File: config.mk
export PLATFORM = sky130hd
export DESIGN_NAME = tci_tx_irq
export DESIGN_NICKNAME = d
export VERILOG_FILES = /design/src/tci_pkg.sv /design/src/tci_regbus_if.sv /design/src/tci_sticky.sv /design/src/tci_wb_slave.sv /design/src/tci_tx_irq.sv
export SDC_FILE = /design/constraint.sdc
export NUM_CORES = 1
export LEC_CHECK = 0
export BUFFER_PORTS_ARGS = -buffer_cell sky130_fd_sc_hd__buf_4
export CAP_MARGIN = 5
export CORE_UTILIZATION = 49
export DETAILED_ROUTE_END_ITERATION = 16
export PLACE_DENSITY_LB_ADDON = 0.08
export SLEW_MARGIN = 15
export SYNTH_ARGS = -nofsm -noshare
export SYNTH_HDL_FRONTEND = slang
export SYNTH_SLANG_ARGS = --single-unit
File: constraint.sdc
create_clock -name clock -period 2.2 [get_ports clock]
set_clock_uncertainty 0.15 [all_clocks]
set_input_delay 0.11 -clock clock [delete_from_list [all_inputs] [get_ports clock]]
set_output_delay 0.11 -clock clock [all_outputs]
set_load 0.01 [all_outputs]
File: src/tci_pkg.sv
// Package with register map and field constants for the transmit irq block.
`default_nettype none

package tci_pkg;

   // Geometry of the block.
   localparam int CHAN_N = 8;
   localparam int ADR_W  = 8;
   localparam int DAT_W  = 32;
   localparam int SEL_W  = DAT_W / 8;

   // Byte offsets of the registers on the bus.
   localparam logic [ADR_W-1:0] OFS_RAW     = 8'h00;
   localparam logic [ADR_W-1:0] OFS_MASKED  = 8'h04;
   localparam logic [ADR_W-1:0] OFS_EN_SET  = 8'h08;
   localparam logic [ADR_W-1:0] OFS_EN_CLR  = 8'h0c;
   localparam logic [ADR_W-1:0] OFS_VECTOR  = 8'h10;
   localparam logic [ADR_W-1:0] OFS_EVT_ST  = 8'h14;
   localparam logic [ADR_W-1:0] OFS_EVT_MSK = 8'h18;

   // Field positions and the byte lane index.
   localparam int VEC_TX_LSB = 16;
   localparam int WORD_LSB   = 2;
   localparam int LANE0      = 0;

   // Reset values.
   localparam logic [CHAN_N-1:0] RST_EN      = 8'h00;
   localparam logic [CHAN_N-1:0] RST_EVT     = 8'h00;
   localparam logic [CHAN_N-1:0] RST_EVT_MSK = 8'h00;
   localparam logic [DAT_W-1:0]  RST_DATA    = 32'h0000_0000;

endpackage : tci_pkg

`default_nettype wire

File: src/tci_regbus_if.sv
// Interface carrying register requests from the bus slave to the core.
`timescale 1ns/10ps
`default_nettype none

interface tci_regbus_if #(
   parameter int AW = 8,
   parameter int DW = 32
);
   logic            take;    // Request accepted, read data latched.
   logic            wr;      // Write commits in this cycle.
   logic [AW-1:0]   addr;    // Word-aligned byte address.
   logic [DW-1:0]   wdata;   // Write data.
   logic [DW/8-1:0] sel;     // Byte lane selects.
   logic [DW-1:0]   rdata;   // Read data from the core.

   // Bus side drives requests, core side answers with read data.
   modport bus  (output take, wr, addr, wdata, sel, input rdata);
   modport core (input take, wr, addr, wdata, sel, output rdata);
endinterface : tci_regbus_if

`default_nettype wire

File: src/tci_sticky.sv
// Bit vector with independent set and clear strobes, set winning.
`timescale 1ns/10ps
`default_nettype none

module tci_sticky #(
   parameter int           W   = 8,
   parameter logic [W-1:0] RST = '0
) (
   input  wire logic         clock,   // Core clock.
   input  wire logic         arst_n,  // Async reset, active low.
   input  wire logic         ce,      // Clock enable.
   input  wire logic [W-1:0] set,     // Bits to set.
   input  wire logic [W-1:0] clr,     // Bits to clear.
   output logic      [W-1:0] q        // Current value.
);
   logic [W-1:0] q_q;
   logic [W-1:0] q_d;

   // A set arriving with a clear is kept, so no event is lost.
   assign q_d = (q_q & ~clr) | set;
   assign q   = q_q;

   // State holds while the clock enable is low.
   always_ff @(posedge clock or negedge arst_n) begin
      if (!arst_n) begin
         q_q <= RST;
      end else if (ce) begin
         q_q <= q_d;
      end
   end
endmodule : tci_sticky

`default_nettype wire

File: src/tci_wb_slave.sv
// Classic Wishbone slave front end with a registered one-cycle answer.
`timescale 1ns/10ps
`default_nettype none

module tci_wb_slave (
   input  wire logic                       clock,     // Core clock.
   input  wire logic                       arst_n,    // Async reset.
   input  wire logic                       ce,        // Clock enable.
   input  wire logic                       wb_cyc_i,  // Bus cycle.
   input  wire logic                       wb_stb_i,  // Strobe.
   input  wire logic                       wb_we_i,   // Write enable.
   input  wire logic [tci_pkg::ADR_W-1:0]  wb_adr_i,  // Byte address.
   input  wire logic [tci_pkg::SEL_W-1:0]  wb_sel_i,  // Lane selects.
   input  wire logic [tci_pkg::DAT_W-1:0]  wb_dat_i,  // Write data.
   output logic      [tci_pkg::DAT_W-1:0]  wb_dat_o,  // Read data.
   output logic                            wb_ack_o,  // Acknowledge.
   tci_regbus_if.bus                       rb         // Core requests.
);
   logic                      ack_q;
   logic                      ack_d;
   logic [tci_pkg::DAT_W-1:0] dat_q;
   logic [tci_pkg::DAT_W-1:0] dat_d;
   logic                      req;

   // The request is taken while no answer is out; the write lands at the
   // edge where the master sees ack, so it never lands twice.
   assign req      = wb_cyc_i & wb_stb_i;
   assign rb.take  = req & ~ack_q & ce;
   assign rb.wr    = req & wb_we_i & ack_q & ce;
   assign rb.addr  = {wb_adr_i[tci_pkg::ADR_W-1:tci_pkg::WORD_LSB],
                      2'b00};
   assign rb.wdata = wb_dat_i;
   assign rb.sel   = wb_sel_i;
   assign ack_d    = rb.take;
   assign dat_d    = rb.take ? rb.rdata : dat_q;

   // Ack is gated by the enable so a frozen cycle is never acknowledged.
   assign wb_ack_o = ack_q & ce;
   assign wb_dat_o = dat_q;

   // Answer registers.
   always_ff @(posedge clock or negedge arst_n) begin
      if (!arst_n) begin
         ack_q <= 1'b0;
         dat_q <= tci_pkg::RST_DATA;
      end else if (ce) begin
         ack_q <= ack_d;
         dat_q <= dat_d;
      end
   end
endmodule : tci_wb_slave

`default_nettype wire

File: src/tci_tx_irq.sv
// Transmit channel interrupt status, enable and request logic.
//
// Overview of operation
// - Raw view shows each channel's pending bit in bits 7..0, enable ignored.
// - Masked view bit set only when raw pending and enable both set.
// - Writing one to enable-set bit n enables channel n interrupt.
// - Zero bits written to enable-set leave those enables unchanged.
// - Enable-set reads back current enables; reset clears all eight.
// - Bits 31..8 of raw, masked and enable registers read zero.
// - Writing one to enable-clear bit n disables channel n; zero no effect.
// - Masked pending bits also appear in vector bits 23..16, channel 0 at 16.
`timescale 1ns/10ps
`default_nettype none

module tci_tx_irq (
   input  wire logic                       clock,      // 125 MHz clock.
   input  wire logic                       arst_n,     // Async reset.
   input  wire logic                       ce,         // Clock enable.
   input  wire logic                       wb_cyc_i,   // Bus cycle.
   input  wire logic                       wb_stb_i,   // Strobe.
   input  wire logic                       wb_we_i,    // Write enable.
   input  wire logic [tci_pkg::ADR_W-1:0]  wb_adr_i,   // Byte address.
   input  wire logic [tci_pkg::SEL_W-1:0]  wb_sel_i,   // Lane selects.
   input  wire logic [tci_pkg::DAT_W-1:0]  wb_dat_i,   // Write data.
   output logic      [tci_pkg::DAT_W-1:0]  wb_dat_o,   // Read data.
   output logic                            wb_ack_o,   // Acknowledge.
   input  wire logic [tci_pkg::CHAN_N-1:0] tx_pend_i,  // Channel pending.
   output logic                            tx_irq_o,   // Masked request.
   output logic                            irq_o       // Event interrupt.
);
   localparam int N = tci_pkg::CHAN_N;
   localparam int W = tci_pkg::DAT_W;

   tci_regbus_if #(.AW(tci_pkg::ADR_W), .DW(W)) rb ();

   logic [N-1:0] raw_q;
   logic [N-1:0] raw_d;
   logic [N-1:0] en_q;
   logic [N-1:0] masked;
   logic [N-1:0] evt_q;
   logic [N-1:0] evt_rise;
   logic [N-1:0] evt_msk_q;
   logic [N-1:0] evt_msk_d;
   logic [N-1:0] wd;
   logic [N-1:0] en_set;
   logic [N-1:0] en_clr;
   logic [N-1:0] evt_clr;

   // Bus front end.
   tci_wb_slave u_bus (
      .clock    (clock),
      .arst_n   (arst_n),
      .ce       (ce),
      .wb_cyc_i (wb_cyc_i),
      .wb_stb_i (wb_stb_i),
      .wb_we_i  (wb_we_i),
      .wb_adr_i (wb_adr_i),
      .wb_sel_i (wb_sel_i),
      .wb_dat_i (wb_dat_i),
      .wb_dat_o (wb_dat_o),
      .wb_ack_o (wb_ack_o),
      .rb       (rb.bus)
   );

   // Address decode.
   logic hit_raw;
   logic hit_masked;
   logic hit_set;
   logic hit_clr;
   logic hit_vec;
   logic hit_evt;
   logic hit_emsk;
   logic lane0;

   assign hit_raw    = rb.addr == tci_pkg::OFS_RAW;
   assign hit_masked = rb.addr == tci_pkg::OFS_MASKED;
   assign hit_set    = rb.addr == tci_pkg::OFS_EN_SET;
   assign hit_clr    = rb.addr == tci_pkg::OFS_EN_CLR;
   assign hit_vec    = rb.addr == tci_pkg::OFS_VECTOR;
   assign hit_evt    = rb.addr == tci_pkg::OFS_EVT_ST;
   assign hit_emsk   = rb.addr == tci_pkg::OFS_EVT_MSK;

   // Only byte lane 0 holds live bits; upper lanes are ignored on write.
   assign lane0 = rb.sel[tci_pkg::LANE0];
   assign wd    = rb.wdata[N-1:0];

   // Write strobes for the one-to-set and one-to-clear ports.
   assign en_set  = (rb.wr & lane0 & hit_set) ? wd : '0;
   assign en_clr  = (rb.wr & lane0 & hit_clr) ? wd : '0;
   assign evt_clr = (rb.wr & lane0 & hit_evt) ? wd : '0;

   // Channel pending inputs are synchronous; they are sampled once so the
   // raw view and the event detector see the same value.
   assign raw_d = tx_pend_i;

   always_ff @(posedge clock or negedge arst_n) begin
      if (!arst_n) begin
         raw_q <= tci_pkg::RST_EVT;
      end else if (ce) begin
         raw_q <= raw_d;
      end
   end

   // Channel enables: set and clear come from different addresses, so
   // they never meet in one cycle.
   tci_sticky #(.W(N), .RST(tci_pkg::RST_EN)) u_enable (
      .clock  (clock),
      .arst_n (arst_n),
      .ce     (ce),
      .set    (en_set),
      .clr    (en_clr),
      .q      (en_q)
   );

   // Masked view and the transmit request built from it.
   assign masked   = raw_q & en_q;
   assign tx_irq_o = |masked;

   // A new pending edge on any channel is kept as a sticky event, so a
   // short pulse on a channel is not missed by slow software.
   assign evt_rise = raw_d & ~raw_q;

   tci_sticky #(.W(N), .RST(tci_pkg::RST_EVT)) u_event (
      .clock  (clock),
      .arst_n (arst_n),
      .ce     (ce),
      .set    (evt_rise),
      .clr    (evt_clr),
      .q      (evt_q)
   );

   // Event mask is a plain read-write register.
   assign evt_msk_d = (rb.wr & lane0 & hit_emsk) ? wd : evt_msk_q;

   always_ff @(posedge clock or negedge arst_n) begin
      if (!arst_n) begin
         evt_msk_q <= tci_pkg::RST_EVT_MSK;
      end else if (ce) begin
         evt_msk_q <= evt_msk_d;
      end
   end

   // Level interrupt while any unmasked event is held.
   assign irq_o = |(evt_q & evt_msk_q);

   // Read data selection; upper bits are tied to zero and unmapped
   // addresses answer with an all-zero word.
   logic [W-1:0] rd_raw;
   logic [W-1:0] rd_masked;
   logic [W-1:0] rd_en;
   logic [W-1:0] rd_vec;
   logic [W-1:0] rd_evt;
   logic [W-1:0] rd_emsk;

   assign rd_raw    = {{(W-N){1'b0}}, raw_q};
   assign rd_masked = {{(W-N){1'b0}}, masked};
   assign rd_en     = {{(W-N){1'b0}}, en_q};
   assign rd_vec    = {{(W-N-tci_pkg::VEC_TX_LSB){1'b0}}, masked,
                       {tci_pkg::VEC_TX_LSB{1'b0}}};
   assign rd_evt    = {{(W-N){1'b0}}, evt_q};
   assign rd_emsk   = {{(W-N){1'b0}}, evt_msk_q};

   assign rb.rdata = ({W{hit_raw}}           & rd_raw)
                   | ({W{hit_masked}}        & rd_masked)
                   | ({W{hit_set | hit_clr}} & rd_en)
                   | ({W{hit_vec}}           & rd_vec)
                   | ({W{hit_evt}}           & rd_evt)
                   | ({W{hit_emsk}}          & rd_emsk);
endmodule : tci_tx_irq

`default_nettype wire

==> results.yml <==
setup_path:
  crit_fanout: 4
  cp.arrival_ns: 1.76
  reg2reg_slack_ns: 0.47
  reg2reg_to: "evt_msk_q[2]$_DFFE_PN0P_"
  crit_type: "flop to flop"
  reg2reg_from: "u_bus.ack_q$_DFFE_PN0P_"
  end_kind: "flop"
  crit_required_ns: 2.23
  rr_worst_depth: 5
  cp-start-kind: "flop"
cells_and_area:
  layout-area-overhead-vs-synth_pct: 26.1
  fillers: 422
  diodes: 0
  fin_nets: 369
  final_common_cell: "buf_4"
  layout_common_cells: "buf_4, dfrtp_1, nand2_1"
  post-route-util: 0.650
  drive_above_1_share: 0.247
routing:
  ant_nets: 0
  avgViaCountPerCell: 5.23
  drt-initial-drc-count: 118
  avgRoutedWirePerCell_microns: 14.9
  vias: 1981
  drc_errors: 0
  firstDrtPassIters: 4
  wl_microns: 5660
clocking:
  tritoncts: "yes"
  numCtsBuffers: 5
  htree_levels: 2
  path_clk_slew_ns: 0.09
  post_cts_buffers: 0
  cts_sinks: 49
  clk_latency_ns: 0.30
  clockBufferDepth: 2
  cts_root_buffer: "clkbuf_8"
synth:
  synth_area_leaders: "dfrtp_1, nand2_1, buf_4"
  netlist_area_sq_um: 2450
  synth_ff_type: "dfrtp_1"
  synth_top_area_share: 0.500
  synth_edf_count: 0
  synthCells: 244
  syn_area_per_cell_sq_um: 10.1
  synth_top_cell_by_area: "dfrtp_1"
  synth-seq-cells: 49
  synth_cell_types: 33
  ys_warn_count: 0
  ys_seq_area_frac: 0.500
  synthArstFlopShare: 1.00
global_routing:
  overflow: 0
  use_met3: 0.0525
  busiest_layer: "met2"
  grt_pass1_vias: 1836
  grt_max_degree: 50
  groute.layer.met1.usage: 0.339
  track_usage: 0.238
  antenna_found_initial: 0
  grt_pass1_wl_microns: 9290
  globalRouteMet2Util: 0.364
sta:
  rsz0062_at_grt: "false"
  worst_pin_slew_ns: 0.610
  drv_slew: 0
  finalSetupTns_ns: 0
  period_share: 0.787
  setup_viol: 0
  post-route-min-period_ns: 1.73
  hold_violations: 0
  relSlewSlack: 0.594
  fmax_ghz: 0.578
power:
  p_seq_frac: 0.558
  p_clk_frac: 0.296
  cell_internal_pwr_mw: 1.26
  combPwrFrac: 0.146
  power_switching_share: 0.260
  p_sw_uw: 444
  power_mw: 1.70
  power_density_nw_per_um2: 551
  peakVddDrop_mv: 0.473
  p_leak_nw: 1.53
floorplan:
  top_level_ports: 93
  fp.coreArea_sq_um: 4750
  rows: 25
  die_area_sq_um: 5290
  die_h_microns: 72.7
  die_x_microns: 72.7
  initial_core_util: 0.516
min_path:
  min_from: "ce"
  holdPathStages: 2
  hold_path_class: "primary input to flop"
  hold_path_end: "raw_q[5]$_DFFE_PN0P_"
status:
  status: "complete, no violations"
job:
  maxCapViolations: 0
placed_design:
  routabilityCongestion: 0.857
  dpl.hpwl_microns: 4040
  port_buffers: 47
## cells by family after synthesis
logic type             count (synthesis)  share of synthesized area
buffers and inverters                 44                     0.0923
AOI/OAI and AO/OA                     61                      0.176
DFF                                   49                      0.500
other                                  1                    0.00153
muxes                                 16                     0.0694
and+or+nand+nor                       73                      0.161
## worst max-delay path, cell delays in order (launching register included)
cell and delay, ns:
dfrtp_1 0.38, and2_1 0.19, nand3_1 0.13, nor4_4 0.25
buf_4 0.19, mux2_2 0.33
## flip-flops by register name, summed over array words and instances, names as in the netlist
| signal | count |
|---|---|
| u_bus.wb_dat_o | 16 |
| evt_msk_q | 8 |
| raw_q | 8 |
| u_enable.q | 8 |
| u_event.q | 8 |
| u_bus.ack_q | 1 |
## worst max path at each step
stage / start / endpoint / cells after the start
after floorplan: wb_adr_i[5] / evt_msk_q[0]$_DFFE_PN0P_ / 3
after global placement: wb_adr_i[5] / u_event.q[1]$_DFFE_PN0P_ / 6
after detailed placement: wb_adr_i[5] / u_event.q[0]$_DFFE_PN0P_ / 6
after CTS: u_bus.ack_q$_DFFE_PN0P_ / evt_msk_q[2]$_DFFE_PN0P_ / 5
after global routing: u_bus.ack_q$_DFFE_PN0P_ / evt_msk_q[2]$_DFFE_PN0P_ / 5
final: u_bus.ack_q$_DFFE_PN0P_ / evt_msk_q[2]$_DFFE_PN0P_ / 5
## power groups by stage
stage / Clock, mW / Combinational [mW] / Sequential, mW
final: 0.505 / 0.249 / 0.951
after global routing: 0.562 / 0.281 / 0.956
after CTS: 0.520 / 0.249 / 0.951
after detailed placement: 0 / 0.225 / 0.969
after global placement: 0 / 0.225 / 0.968
after floorplan: 0 / 0.129 / 0.966
## synth_stat cells, types with 4 or more instances
library cell / count
nand2_1: 45
and3b_1: 4
clkbuf_1: 9
inv_1: 18
a221oi_1: 6
a32o_1: 7
o21ai_0: 22
nand4_1: 5
a22o_1: 6
a22oi_1: 9
mux2_2: 8
dfrtp_1: 49
mux2i_1: 8
buf_4: 16
## metal layers
layer | vias to the layer above | wire [microns]
li1 | 967 | -
met1 | 928 | 2740
met2 | 77 | 2500
met3 | 9 | 310
met4 | 0 | 109
met5 | - | 0
## cell type report
cell class / instances / area, sq um / share of cell area
sequential: 49 / 1230 / 0.397
clock buffer: 6 / 72.6 / 0.0235
multi-input combinational: 166 / 1060 / 0.342
tap: 67 / 83.8 / 0.0271
inverter: 18 / 67.6 / 0.0219
timing repair buffer: 71 / 576 / 0.186
clock inverter: 2 / 10.0 / 0.00324
## metrics by stage
step                      setup slack [ns]  instances  hold WS, ns  instance area, sq um
after detailed placement             0.264        354       0.0158                  2840
after global routing                 0.359        379       0.0746                  3090
after global placement               0.266        354       0.0187                  2840
after CTS                            0.458        379       0.0407                  3090
final                                0.469        379       0.0418                  3090
after floorplan                      0.408        259       -0.336                  2510
## timing repair
action	in CTS	in global routing
endpoints found under the hold margin	81	0
hold buffers	17	0
gates resized for setup	0	0
Power figures use the tool's default switching activity.
